`src/tftc_pkg.sv`:
```
// Package holding the register map, field layout and bus codes of the transmit FIFO trigger block.
package tftc_pkg;

   // ----------------------------------------------------------------------
   // Register indices; the byte address is four times the index.
   // ----------------------------------------------------------------------
   localparam logic [5:0] NORMAL_CTL_IDX = 6'h1B;
   localparam logic [5:0] GTS_ONE_CTL_IDX = 6'h1C;

   // ----------------------------------------------------------------------
   // Field positions inside the control registers; only trigger, security and ack request are in both.
   // ----------------------------------------------------------------------
   localparam int TRIGGER_BIT = 0;
   localparam int SECURITY_BIT = 1;
   localparam int ACK_REQ_BIT = 2;
   localparam int INDIRECT_BIT = 3;
   localparam int PENDING_BIT = 4;
   localparam int SLOT_LSB = 3;
   localparam int SLOT_MSB = 5;
   localparam int RETRY_LSB = 6;
   localparam int RETRY_MSB = 7;

   // ----------------------------------------------------------------------
   // Values after reset.
   // ----------------------------------------------------------------------
   localparam logic RESET_FLAG = 1'b0;
   localparam logic [2:0] RESET_SLOT = 3'h0;
   localparam logic [1:0] RESET_RETRY = 2'h0;

   // ----------------------------------------------------------------------
   // Bus answer codes.
   // ----------------------------------------------------------------------
   localparam logic [1:0] RESP_OKAY = 2'h0;
   localparam logic [1:0] RESP_SLVERR = 2'h2;

endpackage : tftc_pkg

```
`src/tftc_tx_launch.sv`:
```
// Launch sequencer that hands one FIFO frame and its options to the transmitter.
`timescale 1ns/1ps
`default_nettype none
module tftc_tx_launch
   import tftc_pkg::*;
#(
   parameter int OPT_W = 3
) (
   input wire logic core_clk,
   input wire logic arst_n,
   input wire logic trigger,
   input wire logic [OPT_W-1:0] optsIn,
   input wire logic txDone,
   output logic txStart,
   output logic busy,
   output logic [OPT_W-1:0] optsOut
);

   logic txStart_reg;
   logic busy_reg;
   logic [OPT_W-1:0] opts_reg;
   wire logic accept = trigger & ~busy_reg;

   // A trigger while a frame is still out is ignored; the trigger read-back stays at one.
   always_ff @(posedge core_clk or negedge arst_n) begin
      if (!arst_n) begin
         txStart_reg <= 1'b0;
         busy_reg <= 1'b0;
         opts_reg <= '0;
      end else begin
         txStart_reg <= accept;
         if (accept) begin
            busy_reg <= 1'b1;
            opts_reg <= optsIn;
         end else if (busy_reg && txDone && !txStart_reg) begin
            busy_reg <= 1'b0;
         end
      end
   end

   assign txStart = txStart_reg;
   assign busy = busy_reg;
   assign optsOut = opts_reg;
endmodule : tftc_tx_launch
`default_nettype wire

```
`src/tftc_regs.sv`:
```
// AXI4-Lite register bank that triggers the normal and GTS one transmit FIFOs.
//
// The AXI4-Lite slave port was decided locally.
`timescale 1ns/1ps
`default_nettype none
module tftc_regs
   import tftc_pkg::*;
#(
   parameter int ADDR_W = 8
) (
   input wire logic core_clk,
   input wire logic arst_n,
   // AXI4-Lite slave.
   input wire logic [ADDR_W-1:0] s_axi_awaddr,
   input wire logic s_axi_awvalid,
   output logic s_axi_awready,
   input wire logic [31:0] s_axi_wdata,
   input wire logic [3:0] s_axi_wstrb,
   input wire logic s_axi_wvalid,
   output logic s_axi_wready,
   output logic [1:0] s_axi_bresp,
   output logic s_axi_bvalid,
   input wire logic s_axi_bready,
   input wire logic [ADDR_W-1:0] s_axi_araddr,
   input wire logic s_axi_arvalid,
   output logic s_axi_arready,
   output logic [31:0] s_axi_rdata,
   output logic [1:0] s_axi_rresp,
   output logic s_axi_rvalid,
   input wire logic s_axi_rready,
   // Normal FIFO side of the transmitter.
   output logic normalTxStart,
   output logic normalTxIndirect,
   output logic normalTxAckRequest,
   output logic normalTxSecurityEnable,
   output logic normalTxBusy,
   input wire logic normalTxDone,
   input wire logic normalAckValid,
   input wire logic normalAckFramePending,
   // GTS one FIFO side of the transmitter.
   output logic gtsOneTxStart,
   output logic [2:0] gtsOneTxSlot,
   output logic [1:0] gtsOneTxRetryLimit,
   output logic gtsOneTxAckRequest,
   output logic gtsOneTxSecurityEnable,
   output logic gtsOneTxBusy,
   input wire logic gtsOneTxDone,
   input wire logic gtsOneTxSuccess,
   input wire logic [1:0] gtsOneRetriesUsed
);

   // ----------------------------------------------------------------------
   // Address decode.
   // ----------------------------------------------------------------------

   // Word index of a byte address; shared by the read and write paths.
   function automatic logic [5:0] wordIndex(input logic [ADDR_W-1:0] addr);
      wordIndex = 6'(addr[ADDR_W-1:2]);
   endfunction : wordIndex

   logic awready_reg;
   logic wready_reg;
   logic awHave_reg;
   logic wHave_reg;
   logic [ADDR_W-1:0] awaddr_reg;
   logic [7:0] wdata_reg;
   logic wlane_reg;
   logic bvalid_reg;
   logic [1:0] bresp_reg;
   logic arready_reg;
   logic rvalid_reg;
   logic [1:0] rresp_reg;
   logic [31:0] rdata_reg;

   logic pendingStatusBit_reg;
   logic indirect_reg;
   logic normalAckRequest_reg;
   logic normalSecurityEnable_reg;
   logic [1:0] gtsOneRetryDone_reg;
   logic [2:0] gtsOneSlotNumber_reg;
   logic gtsOneAckRequest_reg;
   logic gtsOneSecurityEnable_reg;

   logic nrmBusy;
   logic g1Busy;
   logic [2:0] nrmOpts;
   logic [6:0] g1Opts;

   // A write fires once address and data are both held and the last answer has gone.
   wire logic wrFire = awHave_reg & wHave_reg & ~bvalid_reg;
   wire logic wrHitNormal = wordIndex(awaddr_reg) == NORMAL_CTL_IDX;
   wire logic wrHitGtsOne = wordIndex(awaddr_reg) == GTS_ONE_CTL_IDX;
   wire logic wrMapped = wrHitNormal | wrHitGtsOne;
   wire logic wrNormal = wrFire & wrHitNormal & wlane_reg;
   wire logic wrGtsOne = wrFire & wrHitGtsOne & wlane_reg;
   wire logic nrmTrigGo = wrNormal & wdata_reg[TRIGGER_BIT] & ~nrmBusy;
   wire logic g1TrigGo = wrGtsOne & wdata_reg[TRIGGER_BIT] & ~g1Busy;
   wire logic rdHitNormal = wordIndex(s_axi_araddr) == NORMAL_CTL_IDX;
   wire logic rdHitGtsOne = wordIndex(s_axi_araddr) == GTS_ONE_CTL_IDX;
   wire logic arFire = s_axi_arvalid & arready_reg;

   // Options handed to the launchers are the values written together with the trigger.
   wire logic [2:0] nrmOptsIn = {wdata_reg[INDIRECT_BIT], wdata_reg[ACK_REQ_BIT], wdata_reg[SECURITY_BIT]};
   wire logic [6:0] g1OptsIn = {wdata_reg[RETRY_MSB:RETRY_LSB], wdata_reg[SLOT_MSB:SLOT_LSB],
                                wdata_reg[ACK_REQ_BIT], wdata_reg[SECURITY_BIT]};

   // Trigger bits read back as one until hardware clears them at frame completion.
   wire logic [7:0] normalReadValue = {3'h0, pendingStatusBit_reg, indirect_reg, normalAckRequest_reg,
                                       normalSecurityEnable_reg, nrmBusy};
   wire logic [7:0] gtsOneReadValue = {gtsOneRetryDone_reg, gtsOneSlotNumber_reg, gtsOneAckRequest_reg,
                                       gtsOneSecurityEnable_reg, g1Busy};
   wire logic [7:0] readValue = rdHitNormal ? normalReadValue : (rdHitGtsOne ? gtsOneReadValue : 8'h00);

   // Pending status moves only on an ack for a frame that asked for one.
   wire logic pendingUpdate = normalAckValid & nrmBusy & normalTxAckRequest;

   // ----------------------------------------------------------------------
   // Write address and data channels, taken in either order.
   // ----------------------------------------------------------------------
   always_ff @(posedge core_clk or negedge arst_n) begin
      if (!arst_n) begin
         awready_reg <= 1'b1;
         awHave_reg <= 1'b0;
         awaddr_reg <= '0;
      end else if (s_axi_awvalid && awready_reg) begin
         awready_reg <= 1'b0;
         awHave_reg <= 1'b1;
         awaddr_reg <= s_axi_awaddr;
      end else if (wrFire) begin
         awready_reg <= 1'b1;
         awHave_reg <= 1'b0;
      end
   end

   // Only byte lane zero carries register bits; other lanes are dropped.
   always_ff @(posedge core_clk or negedge arst_n) begin
      if (!arst_n) begin
         wready_reg <= 1'b1;
         wHave_reg <= 1'b0;
         wdata_reg <= '0;
         wlane_reg <= 1'b0;
      end else if (s_axi_wvalid && wready_reg) begin
         wready_reg <= 1'b0;
         wHave_reg <= 1'b1;
         wdata_reg <= s_axi_wdata[7:0];
         wlane_reg <= s_axi_wstrb[0];
      end else if (wrFire) begin
         wready_reg <= 1'b1;
         wHave_reg <= 1'b0;
      end
   end

   // Write answer; an unmapped word gets SLVERR and changes nothing.
   always_ff @(posedge core_clk or negedge arst_n) begin
      if (!arst_n) begin
         bvalid_reg <= 1'b0;
         bresp_reg <= RESP_OKAY;
      end else if (wrFire) begin
         bvalid_reg <= 1'b1;
         bresp_reg <= wrMapped ? RESP_OKAY : RESP_SLVERR;
      end else if (s_axi_bready) begin
         bvalid_reg <= 1'b0;
      end
   end

   // ----------------------------------------------------------------------
   // Read channel: answer one cycle after the address is taken.
   // ----------------------------------------------------------------------
   always_ff @(posedge core_clk or negedge arst_n) begin
      if (!arst_n) begin
         arready_reg <= 1'b1;
         rvalid_reg <= 1'b0;
         rresp_reg <= RESP_OKAY;
         rdata_reg <= '0;
      end else if (arFire) begin
         arready_reg <= 1'b0;
         rvalid_reg <= 1'b1;
         rresp_reg <= (rdHitNormal | rdHitGtsOne) ? RESP_OKAY : RESP_SLVERR;
         rdata_reg <= {24'h000000, readValue};
      end else if (rvalid_reg && s_axi_rready) begin
         arready_reg <= 1'b1;
         rvalid_reg <= 1'b0;
      end
   end

   // ----------------------------------------------------------------------
   // Normal FIFO control register.
   // ----------------------------------------------------------------------

   // Reserved upper bits are not stored, so stray ones from software are harmless.
   always_ff @(posedge core_clk or negedge arst_n) begin
      if (!arst_n) begin
         indirect_reg <= RESET_FLAG;
         normalAckRequest_reg <= RESET_FLAG;
         normalSecurityEnable_reg <= RESET_FLAG;
      end else if (nrmTrigGo) begin
         indirect_reg <= 1'b0;
         normalAckRequest_reg <= 1'b0;
         normalSecurityEnable_reg <= 1'b0;
      end else if (wrNormal) begin
         indirect_reg <= wdata_reg[INDIRECT_BIT];
         normalAckRequest_reg <= wdata_reg[ACK_REQ_BIT];
         normalSecurityEnable_reg <= wdata_reg[SECURITY_BIT];
      end
   end

   // The pending bit is read-only and follows each qualifying ack.
   always_ff @(posedge core_clk or negedge arst_n) begin
      if (!arst_n) begin
         pendingStatusBit_reg <= RESET_FLAG;
      end else if (pendingUpdate) begin
         pendingStatusBit_reg <= normalAckFramePending;
      end
   end

   // ----------------------------------------------------------------------
   // GTS one FIFO control register.
   // ----------------------------------------------------------------------

   // The written retry limit goes straight to the launcher, so the read field is free to show the last success.
   always_ff @(posedge core_clk or negedge arst_n) begin
      if (!arst_n) begin
         gtsOneSlotNumber_reg <= RESET_SLOT;
         gtsOneAckRequest_reg <= RESET_FLAG;
         gtsOneSecurityEnable_reg <= RESET_FLAG;
      end else if (wrGtsOne) begin
         gtsOneSlotNumber_reg <= wdata_reg[SLOT_MSB:SLOT_LSB];
         gtsOneAckRequest_reg <= wdata_reg[ACK_REQ_BIT];
         gtsOneSecurityEnable_reg <= wdata_reg[SECURITY_BIT];
      end
   end

   // Retries of a failed frame are not reported; the last success stays visible.
   always_ff @(posedge core_clk or negedge arst_n) begin
      if (!arst_n) begin
         gtsOneRetryDone_reg <= RESET_RETRY;
      end else if (gtsOneTxDone && gtsOneTxSuccess && g1Busy) begin
         gtsOneRetryDone_reg <= gtsOneRetriesUsed;
      end
   end

   // ----------------------------------------------------------------------
   // Launchers.
   // ----------------------------------------------------------------------
   tftc_tx_launch #(
      .OPT_W(3)
   ) u_normal_launch (
      .core_clk(core_clk),
      .arst_n(arst_n),
      .trigger(nrmTrigGo),
      .optsIn(nrmOptsIn),
      .txDone(normalTxDone),
      .txStart(normalTxStart),
      .busy(nrmBusy),
      .optsOut(nrmOpts)
   );

   tftc_tx_launch #(
      .OPT_W(7)
   ) u_gts_one_launch (
      .core_clk(core_clk),
      .arst_n(arst_n),
      .trigger(g1TrigGo),
      .optsIn(g1OptsIn),
      .txDone(gtsOneTxDone),
      .txStart(gtsOneTxStart),
      .busy(g1Busy),
      .optsOut(g1Opts)
   );

   // Output ports; every one comes straight from a flip-flop.
   assign s_axi_awready = awready_reg;
   assign s_axi_wready = wready_reg;
   assign s_axi_bvalid = bvalid_reg;
   assign s_axi_bresp = bresp_reg;
   assign s_axi_arready = arready_reg;
   assign s_axi_rvalid = rvalid_reg;
   assign s_axi_rresp = rresp_reg;
   assign s_axi_rdata = rdata_reg;
   assign normalTxIndirect = nrmOpts[2];
   assign normalTxAckRequest = nrmOpts[1];
   assign normalTxSecurityEnable = nrmOpts[0];
   assign normalTxBusy = nrmBusy;
   assign gtsOneTxRetryLimit = g1Opts[6:5];
   assign gtsOneTxSlot = g1Opts[4:2];
   assign gtsOneTxAckRequest = g1Opts[1];
   assign gtsOneTxSecurityEnable = g1Opts[0];
   assign gtsOneTxBusy = g1Busy;
endmodule : tftc_regs
`default_nettype wire

```
`config.mk`:
```
export PLATFORM = sky130hd
export DESIGN_NAME = tftc_regs
export DESIGN_NICKNAME = d
export VERILOG_FILES = /design/src/tftc_pkg.sv /design/src/tftc_tx_launch.sv /design/src/tftc_regs.sv
export SDC_FILE = /design/constraint.sdc
export NUM_CORES = 1
export LEC_CHECK = 0
export ABC_AREA = 1
export BUFFER_PORTS_ARGS = -buffer_cell sky130_fd_sc_hd__clkbuf_2
export CORE_ASPECT_RATIO = 0.6
export CORE_MARGIN = 2
export CORE_UTILIZATION = 50
export DETAILED_ROUTE_END_ITERATION = 10
export MAX_ROUTING_LAYER = met4
export PLACE_DENSITY = 0.95
export SYNTH_ARGS = -nofsm -noshare
export SYNTH_HDL_FRONTEND = slang
export SYNTH_SLANG_ARGS = --single-unit
```
`constraint.sdc`:
```
create_clock -name core_clk -period 3.41 [get_ports core_clk]
set_input_delay 0 -clock core_clk [delete_from_list [all_inputs] [get_ports core_clk]]
set_output_delay 0 -clock core_clk [all_outputs]
set_load 0.01 [all_outputs]
```
==> reports/metrics.yaml, run 1 <==
run_status:
  status: "complete, no violations"
power:
  p_per_area_nw_per_um2: 663
  ir_worst_vdd_mv: 0.437
  total_power_mw: 2.22
  leakage_nw: 1.89
layout:
  layout-area-overhead-vs-synth_pct: 27.6
  mostFrequentLayoutCells: "100 x nand2_1, 63 x clkbuf_2, 54 x dfrtp_1"
  drive_gt1_share_pct: 24.0
  num-nets-final: 461
  diodes: 0
  multiInputGateArea_um2: 948
  num-fill-cells: 397
  final_common_cell: "nand2_1"
  register_area_um2: 1430
cts:
  postCtsSetupRepairBufs: 0
  clock_path_buffers: 2
  cts_made_buffers: 9
  clk_latency_ps: 330
  cts.clk_slew.worst_paths_ps: 70
  tritoncts: "yes"
  cts_resized: 0
  cts_sinks: 57
  cts-hold-fix-buffers: 23
  clock_tree.htree_level_count: 3
  cts_root_buf: "clkbuf_8"
synth:
  synthCells: 303
  synth_area_leader_cell: "dfrtp_1"
  ys_seq_elements: 57
  synth_top_area_share_pct: 51.6
  ys_seq_area_share_pct: 54.6
  ys_types: 20
  avgSynthCellArea_um2: 8.65
  netlist_area_um2: 2620
  synthTopCellsByArea: "dfrtp_1 52%, nand2_1 14%, buf_4 7.7%"
  ys_warn_count: 0
setup_path:
  cp_max_fo: 11
  timing.reg2reg.setup_slack_ps: 1830
  cp-start-kind: "flop"
  cp_data_required_time_ps: 3620
  crit_path_end_kind: "flop"
  crit_arrival_ps: 1790
  critPathKind: "flop to flop"
flow_run:
  cap_violations: 0
global_route:
  antenna_found_initial: 0
  grt_overflow_total: 0
  grt_pass1_vias: 2124
  track_usage_pct: 23.1
  grt_pass1_wl_um: 9870
  grt_max_degree: 53
floorplanning:
  rows: 20
  die_h_um: 60.1
  fp.dieW_um: 97.5
  fp.dieArea_um2: 5860
  io_pins: 121
  coreArea_um2: 5050
  initial_core_util_pct: 51.9
drt:
  postRouteWirelength_um: 5990
  drc_errors: 0
  ant_nets: 0
  vias: 2242
  drtPass1Iterations: 4
  routedWlPerCell_um: 12.9
  drt_iter0_drc: 148
  routed_via_density: 4.81
timing:
  hold_ws_ps: 19.5
  min_period_ps: 1580
  max_freq_mhz: 631
  hold_viol_final: 0
  finalCritPeriodShare_pct: 46.5
  finalClockSkew_ps: 7.46
  finalSetupTns_ps: 0
  setup_viol: 0
  tightest_slew_ps: 642
  rsz0062_at_grt: "false"
  slew_headroom_pct: 57.2
  finalMaxSlewViolations: 0
placed_design:
  hpwl_um: 4170
  port-buffer-count: 63
  gp_congestion: 0.848
hold_path:
  hp-class: "input pin to flop"
## where the power goes
part	total [mW]	internal, mW	switching, mW	leakage, nW
registers	0.988	0.863	0.125	0.745
clock network	0.709	0.448	0.261	0.115
logic	0.522	0.176	0.346	1.03
total	2.22	1.49	0.731	1.89
## path summary, 6_finish.rpt
check	start	end	cells after the start
worst max-delay path	awaddr_reg[3]	gtsOneSecurityEnable_reg	6
worst min-delay path	s_axi_awvalid	awHave_reg	3
worst max register to register	awaddr_reg[3]	gtsOneSecurityEnable_reg	6
worst min register to register	u_gts_one_launch.optsOut[4]	u_gts_one_launch.optsOut[4]	2
max in group asynchronous	arst_n	awHave_reg	3
min in group asynchronous	arst_n	u_gts_one_launch.optsOut[0]	2
## cells by family after synthesis
logic type | Yosys count | synth area share [%]
simple gates | 162 | 27.0
buf+inv | 58 | 12.8
flops | 57 | 54.6
compound gates | 22 | 4.20
mux | 3 | 1.29
other cells | 1 | 0.143
## routing by layer
metal	global-route usage (%)	share of wire, %
met4	6.35	0.35
met5	-	0
met1	28.3	44
met2	37.7	48
met3	7.49	7.5
## layout make-up
class / instances / share of cell area, %
Inverter: 27 / 3.03
Multi-Input combinational cell: 213 / 28.4
Timing Repair Buffer: 87 / 16.5
Tap cell: 66 / 2.47
Sequential cell: 57 / 42.8
Clock inverter: 5 / 2.32
Clock buffer: 11 / 4.53
## Yosys cell counts (all sizes together)
master  number
o21ai       22
nand2      101
inv         26
nand3       16
buf         31
nor3         4
dfstp        3
conb         1
dfrtp       54
mux2         3
clkinv       1
nand4       16
nor2        25
## per-stage QoR
| stage | cell area, µm² | utilization (%) | worst slack, ps | cells |
|---|---|---|---|---|
| after global placement | 2890 | 57.1 | 1960 | 427 |
| final | 3340 | 66.2 | 1830 | 466 |
| after floorplan | 2720 | - | 2240 | 328 |
| after CTS | 3340 | 66.2 | 1810 | 466 |
| after detailed placement | 2890 | 57.1 | 1850 | 427 |
| after global routing | 3340 | 66.2 | 1640 | 466 |
## critical path: stages (launching register included)
cell and delay [ps]:
dfrtp_1 400, nor2_1 150, nand2_1 90, nor2_2 420, nand2_2 210, nand2_1 110
o21ai_0 90
Note: power is estimated with default switching activity, not from simulation.
==> run 2: changes to the inputs <==
- ABC_AREA: 1 -> 0
- CORE_UTILIZATION: 50 -> 42
- PLACE_DENSITY: 0.95 -> 0.88
- clock period: 3.41 -> 1.3 ns (I/O delays scaled with it)
==> run 2 against run 1 <==
The flow now finishes with violations (hold timing, setup timing). Routed wire length is 6.6% higher. Register-to-register slack worse by 2000 ps. Via count is 14% lower. Sequential power grew to 2.5 times the previous value. Largest cell class unchanged. Final area is 8.6% higher. First-iteration DRC count is 7.4% lower. Worst hold slack worse by 21 ps. Largest power group unchanged. Critical path type unchanged. Count of clock-buffer cells in the layout is 2 higher. Clock skew is 1.2 ps higher. Final cell count is 12% lower.
==> reports/metrics.yaml, run 2 <==
drt:
  ant_nets: 0  # unchanged
  routedWlPerCell_um: 15.7  # +22%
  drtPass1Iterations: 4  # unchanged
  postRouteWirelength_um: 6390  # +6.6%
  vias: 1930  # -14%
  drc_errors: 0  # unchanged
  routed_via_density: 4.73  # -1.7%
  drt_iter0_drc: 137  # -7.4%
power:
  leakage_nw: 1.87  # -0.89%
  p_int_mw: 3.76  # +150%
  p_per_area_nw_per_um2: 1470  # +120%
  ir_worst_vdd_mv: 0.726  # +66%
  combPwrFrac_pct: 23.5  # about the same
  netSwitchingPower_mw: 1.58  # +120%
  p_sw_share_pct: 29.5  # -3.4 points
  p_seq_share_pct: 46.4  # +1.9 points
  pwr-share-clk_pct: 30.1  # -1.9 points
  total_power_mw: 5.34  # +140%
global_route:
  grt_overflow_total: 0  # unchanged
  grt_max_degree: 58  # +9.4%
  track_usage_pct: 20.7  # -2.4 points
  antenna_found_initial: 0  # unchanged
  grt_pass1_vias: 1984  # -6.6%
  grt_pass1_wl_um: 10000  # +1.5%
placed_design:
  hpwl_um: 4080  # -2.1%
  gp_congestion: 0.865  # +2.0%
  dpl_cell_area_um2: 3020  # +4.8%
  port-buffer-count: 63  # unchanged
cts:
  cts_root_buf: "clkbuf_8"
  tritoncts: "yes"
  clk_latency_ps: 340  # about the same
  cts_made_buffers: 9  # unchanged
  clock_path_buffers: 2  # unchanged
  cts.clk_slew.worst_paths_ps: 60  # about the same
  clock_tree.htree_level_count: 3  # unchanged
  cts_sinks: 57  # unchanged
layout:
  num-fill-cells: 457  # +15%
  final_area_um2: 3630  # +8.6%
  layout-area-overhead-vs-synth_pct: 42.1
  diodes: 0  # unchanged
  num-nets-final: 389  # -16%
  mostFrequentLayoutCells: "63 x clkbuf_2, 52 x dfrtp_1, 28 x dlygate4sd3_1"
  drive_gt1_share_pct: 47.0  # +23 points
  final_common_cell: "clkbuf_2"
setup_path:
  critPathKind: "flop to flop"
  cp_data_required_time_ps: 1530  # -2090 ps
  cp-start-kind: "flop"
  cp_max_fo: 3  # -8
  r2r_start: "awaddr_reg[7]"
  timing.reg2reg.setup_slack_ps: -170  # -1990 ps
  ff2ff_path_depth: 4  # -2
  crit_arrival_ps: 1690  # -100 ps
  reg2reg_to: "u_normal_launch.optsOut[1]"
  crit_path_end_kind: "flop"
floorplanning:
  fp.dieArea_um2: 6750  # +15%
  initial_core_util_pct: 44.6  # -7.2 points
  coreArea_um2: 5730  # +13%
  rows: 21  # +5.0%
  die_h_um: 64.4  # +7.2%
  io_pins: 121  # unchanged
  fp.dieW_um: 105  # +7.4%
timing:
  finalCritPeriodShare_pct: 113  # +66 points
  rsz0062_at_grt: "true"
  finalClockSkew_ps: 8.65  # +1.19 ps
  hold_viol_final: 1  # +1
  finalMaxSlewViolations: 0  # unchanged
  max_freq_mhz: 682  # +8.1%
  hold_ws_ps: -1.21  # -20.8 ps
  min_period_ps: 1470  # -119 ps
  setup_viol: 20  # +20
  postLayoutSetupSlackWorst_ps: -166  # -1990 ps
run_status:
  violations: "hold timing, setup timing"
  status: "finished with violations"
synth:
  netlist_area_um2: 2560  # -2.5%
  synthFlopType: "dfrtp_1"
  synth_edf_count: 0  # unchanged
  avgSynthCellArea_um2: 12.8  # +48%
  synthTopCellsByArea: "dfrtp_1 53%, mux2_2 15%, buf_4 7.6%"
  async_reset_ff_share_pct: 100  # unchanged
  synth_area_leader_cell: "dfrtp_1"
  ys_top_cells_by_count: "54 x dfrtp_1, 33 x mux2_2, 26 x buf_4"
  ys_seq_area_share_pct: 55.9  # +1.4 points
  synth_top_area_share_pct: 52.9  # +1.3 points
  synthCells: 199  # -34%
  yosysMostFrequentCell: "dfrtp_1"
  ys_seq_elements: 57  # unchanged
  ys_types: 32  # +60%
  ys_warn_count: 0  # unchanged
hold_path:
  min_from: "s_axi_araddr[7]"
  hold_depth: 3  # unchanged
  hp-class: "input pin to flop"
  whs_endpoint: "s_axi_rdata[5]"
flow_run:
  cap_violations: 0  # unchanged
[run 2: cell count changes after synthesis, sizes merged, moves of 6 or more]
cell	delta
nand2	-87
mux2	+30
nor2	-24
inv	-17
nand4	-15
o21ai	-13
a22o	+10
nand3	-10
mux2i	+6
[run 2: cell type report]
class / count / area, µm² / area share [%]
flip-flops and latches: 57 / 1430 / 39.4
multi-input cells: 130 / 1060 / 29.2
repair buffers: 116 / 816 / 22.5
clock buffers: 13 / 149 / 4.10
well taps: 80 / 100 / 2.75
clock inverters: 3 / 40.0 / 1.10
inverters: 9 / 33.8 / 0.930
[run 2: kinds of logic (layout without fill, tap and decap cells)]
logic type / count (synthesis) / in the layout / synth area share [%]
buf+inv: 37 / 141 / 9.30
simple gates: 42 / 42 / 11.5
mux: 39 / 39 / 16.9
other cells: 1 / 26 / 0.147
flops: 57 / 57 / 55.9
compound gates: 23 / 23 / 6.27
[run 2: how the worst max path moves through the flow]
stage	startpoint	to	slack [ps]	cells after the start
after floorplan	s_axi_bvalid	u_normal_launch.optsOut[0]	-130	3
final	awaddr_reg[7]	u_normal_launch.optsOut[1]	-170	4
after global routing	awaddr_reg[3]	gtsOneSlotNumber_reg[0]	-220	4
after detailed placement	awaddr_reg[7]	u_normal_launch.optsOut[1]	-170	3
after global placement	awaddr_reg[4]	u_normal_launch.optsOut[1]	-120	3
after CTS	awaddr_reg[7]	u_normal_launch.optsOut[2]	-150	4
[run 2: metal layers]
layer | GRT usage (%) | vias up | part of all wire (%)
met2 | 32.3 | 81 | 48
li1 | - | 891 | -
met5 | - | - | 0
met4 | 5.00 | 0 | 0.89
met3 | 9.66 | 7 | 8.0
met1 | 24.6 | 951 | 43
[run 2: repair_timing]
| item | in CTS | in global routing |
|---|---|---|
| buffers inserted | 5 | 2 |
| pin swaps | 8 | 5 |
| gates resized for setup | 13 | 11 |
| hold endpoints to repair | 85 | 0 |
| gates cloned | 0 | 0 |
| hold buffers | 30 | 0 |
| setup endpoints to repair | 21 | 26 |
[run 2: metrics by stage]
| step | worst slack [ps] | util, % | setup TNS (ps) | cells |
|---|---|---|---|---|
| final | -166 | 63.4 | -2420 | 408 |
| after global routing | -215 | 63.4 | -3460 | 408 |
| after CTS | -151 | 62.9 | -2210 | 408 |
| after detailed placement | -174 | 52.8 | -2130 | 357 |
| after global placement | -118 | 52.8 | -1400 | 357 |
| after floorplan | -127 | - | -945 | 224 |
[run 2: worst max-delay path, stage by stage, from the launching register on]
cell and delay (ps):
dfrtp_1 380, nand3b_1 220, nor4_4 280, buf_4 180, mux2_4 300
[run 2: power by group through the flow]
| stage | registers (mW) | clock network (mW) | logic (mW) |
|---|---|---|---|
| after global routing | 2.52 | 1.72 | 1.37 |
| after global placement | 2.44 | 0 | 1.03 |
| after detailed placement | 2.47 | 0 | 1.06 |
| after floorplan | 2.40 | 0 | 0.679 |
| after CTS | 2.46 | 1.65 | 1.20 |
| final | 2.48 | 1.61 | 1.26 |
==> run 3: changes to the inputs <==
- SYNTH_HIERARCHICAL: not set -> 1
==> run 3 against run 2 <==
The flow finishes with violations (setup timing). First-iteration DRC count is 32% lower. Worst hold slack better by 73 ps. Critical path depth is 2 higher. Sequential cell count stayed put. Largest cell class unchanged. Non-clock buffer count is 2 higher. Count of clock-buffer cells in the layout is 4 lower. Largest power group unchanged. Clock skew is 2.3 ps higher. Critical endpoint is now u_normal_launch/optsOut[0]. Highest routed layer unchanged. Routed wire length is 6.2% lower.
==> reports/metrics.yaml, run 3 <==
run_status:
  status: "finished with violations"
  violations: "setup timing"
drt:
  vias: 1888  # -2.2%
  drt_iter0_drc: 93  # -32%
  postRouteWirelength_um: 5990  # -6.2%
  drtPass1Iterations: 4  # unchanged
  routedWlPerCell_um: 14.6  # -6.7%
  routed_via_density: 4.60  # -2.7%
  drc_errors: 0  # unchanged
  ant_nets: 0  # unchanged
synth:
  synth_top_area_share_pct: 52.4  # -0.51 points
  ys_warn_count: 6  # +6
  ys_top_cells_by_count: "54 x dfrtp_1, 26 x buf_4, 23 x mux2_2"
  ys_types: 34  # +6.3%
  ys_seq_elements: 57  # unchanged
  synthTopCellsByArea: "dfrtp_1 52%, mux2_2 10%, buf_4 7.6%"
  synthCells: 196  # -1.5%
  synthFlopType: "dfrtp_1"
  yosysMostFrequentCell: "dfrtp_1"
  async_reset_ff_share_pct: 100  # unchanged
  synth_edf_count: 0  # unchanged
  avgSynthCellArea_um2: 13.2  # +2.5%
  synth_area_leader_cell: "dfrtp_1"
  ys_seq_area_share_pct: 55.4  # -0.54 points
  netlist_area_um2: 2580  # +0.98%
timing:
  finalCritPeriodShare_pct: 141  # +29 points
  max_freq_mhz: 544  # -20%
  postLayoutSetupSlackWorst_ps: -539  # -373 ps
  hold_viol_final: 0  # -1
  min_period_ps: 1840  # +373 ps
  finalClockSkew_ps: 10.9  # +2.29 ps
  rsz0062_at_grt: "true"
  finalMaxSlewViolations: 0  # unchanged
  setup_viol: 22  # +10%
floorplanning:
  rows: 22  # +4.8%
  coreArea_um2: 6030  # +5.2%
  fp.dieW_um: 105  # +0.47%
  fp.dieArea_um2: 6810  # +0.93%
  die_h_um: 64.7  # +0.46%
  initial_core_util_pct: 42.8  # -1.8 points
  io_pins: 121  # unchanged
flow_run:
  cap_violations: 0  # unchanged
setup_path:
  slowest_delay_ps: 390  # about the same
  cp-start-kind: "flop"
  critPathKind: "flop to flop"
  r2r_start: "awaddr_reg[7]"
  path_cells: "nand3b_4, buf_4, nor4_4, nor2b_4, nor2b_4, mux2_4"
  crit_arrival_ps: 2070  # +380 ps
  slowest_stage: "dfrtp_1"
  cp_max_fo: 4  # +1
  critPathLaunch: "awaddr_reg[7]"
  cp_data_required_time_ps: 1530  # about the same
  crit_top_cell: "nor2b_4"
  crit_path_end_kind: "flop"
power:
  p_per_area_nw_per_um2: 1460  # -0.82%
  leakage_nw: 1.86  # -0.68%
  ir_worst_vdd_mv: 0.689  # -5.0%
layout:
  num-nets-final: 387  # -0.51%
  final_common_cell: "clkbuf_2"
  num-fill-cells: 466  # +2.0%
  diodes: 0  # unchanged
  mostFrequentLayoutCells: "63 x clkbuf_2, 54 x dfrtp_1, 29 x dlygate4sd3_1"
  layout-area-overhead-vs-synth_pct: 42.9
  drive_gt1_share_pct: 47.9  # +0.90 points
  finalNonFillerCells: 410  # +0.49%
placed_design:
  port-buffer-count: 63  # unchanged
  dp_slack_ps: -501  # -327 ps
  place_inst: 359  # +0.56%
  gp_congestion: 0.784  # -9.4%
  hpwl_um: 4100  # +0.39%
global_route:
  grt_max_degree: 27  # -53%
  antenna_found_initial: 0  # unchanged
  grt_pass1_vias: 1888  # -4.8%
  grt_overflow_total: 0  # unchanged
  grt_pass1_wl_um: 9510  # -5.1%
  track_usage_pct: 19.4  # -1.3 points
cts:
  clk_latency_ps: 350  # about the same
  tritoncts: "yes"
  cts_made_buffers: 9  # unchanged
  cts.clk_slew.worst_paths_ps: 80  # +20 ps
  clock_path_buffers: 2  # unchanged
  cts_root_buf: "clkbuf_8"
  clock_tree.htree_level_count: 3  # unchanged
  cts_sinks: 57  # unchanged
hold_path:
  hp-class: "input pin to flop"
  min_from: "s_axi_araddr[6]"
-- run 3: cell count changes after synthesis, sizes merged, moves of 2 or more --
cell | previous run | this run
a31oi | 0 | 2
nand3b | 4 | 2
nor2b | 2 | 4
o21ai | 9 | 7
-- run 3: path summary, 6_finish.rpt --
kind | endpoint | slack [ps] | depth (start not counted)
setup / recovery | u_normal_launch/optsOut[0] | -540 | 6
setup reg to reg | u_normal_launch/optsOut[0] | -540 | 6
max in group asynchronous | s_axi_awready | 640 | 3
min in group asynchronous | gtsOneRetryDone_reg[1] | 120 | 2
hold reg to reg | s_axi_wready | 490 | 1
hold / removal | s_axi_rresp[1] | 70 | 4
-- run 3: per-stage QoR --
stage / instance area [µm²] / TNS [ps] / util, % / power [mW] / hold WS [ps]
CTS: 3630 / -5970 / 60.3 / 5.37 / 52.5
finish: 3690 / -7560 / 61.2 / 5.38 / 72.2
detailed placement: 3100 / -6110 / 51.5 / 3.61 / -41.6
floorplan: 2710 / -6080 / - / 3.11 / -296
global placement: 3100 / -5030 / 51.5 / 3.53 / -43.8
global route: 3690 / -9420 / 61.2 / 5.68 / 122
-- run 3: cells by family after synthesis --
logic type	share of synthesized area, %
muxes	18.2
buffers and inverters	9.50
and+or+nand+nor	10.9
AOI/OAI and AO/OA	5.91
other	0.145
DFF	55.4
-- run 3: timing repair --
item / in CTS / in global routing
buffers inserted: 3 / 4
hold buffers: 29 / 0
pin swaps: 2 / 2
endpoints found under the hold margin: 82 / 0
resized for setup: 7 / 7
setup endpoints to repair: 20 / 22
-- run 3: metal layers --
layer | routed length [µm] | vias to the layer above | GRT usage [%]
met5 | 0 | - | -
met4 | 89 | 0 | 8.50
met3 | 366 | 10 | 6.04
met2 | 2850 | 76 | 29.6
met1 | 2680 | 919 | 24.0
li1 | - | 883 | -
-- run 3: critical path, delay by kind of cell, from the launching register on --
kind                   cells  cell delay [ps]
multiplexers               1              320
AND/OR/NAND/NOR            4              860
flip-flops                 1              390
buffers and inverters      1              150
-- run 3: layout make-up --
type	instances	area [µm²]	share of cell area, %
flip-flops and latches	57	1430	38.8
clock buffers	9	124	3.36
inverters	8	30.0	0.814
well taps	84	105	2.85
multi-input cells	127	1070	29.0
repair buffers	118	853	23.1
clock inverters	7	78.8	2.14
-- run 3: report_power, final --
part	internal (mW)	switching (mW)
clock	0.898	0.774
combinational	0.689	0.515
sequential	2.15	0.356
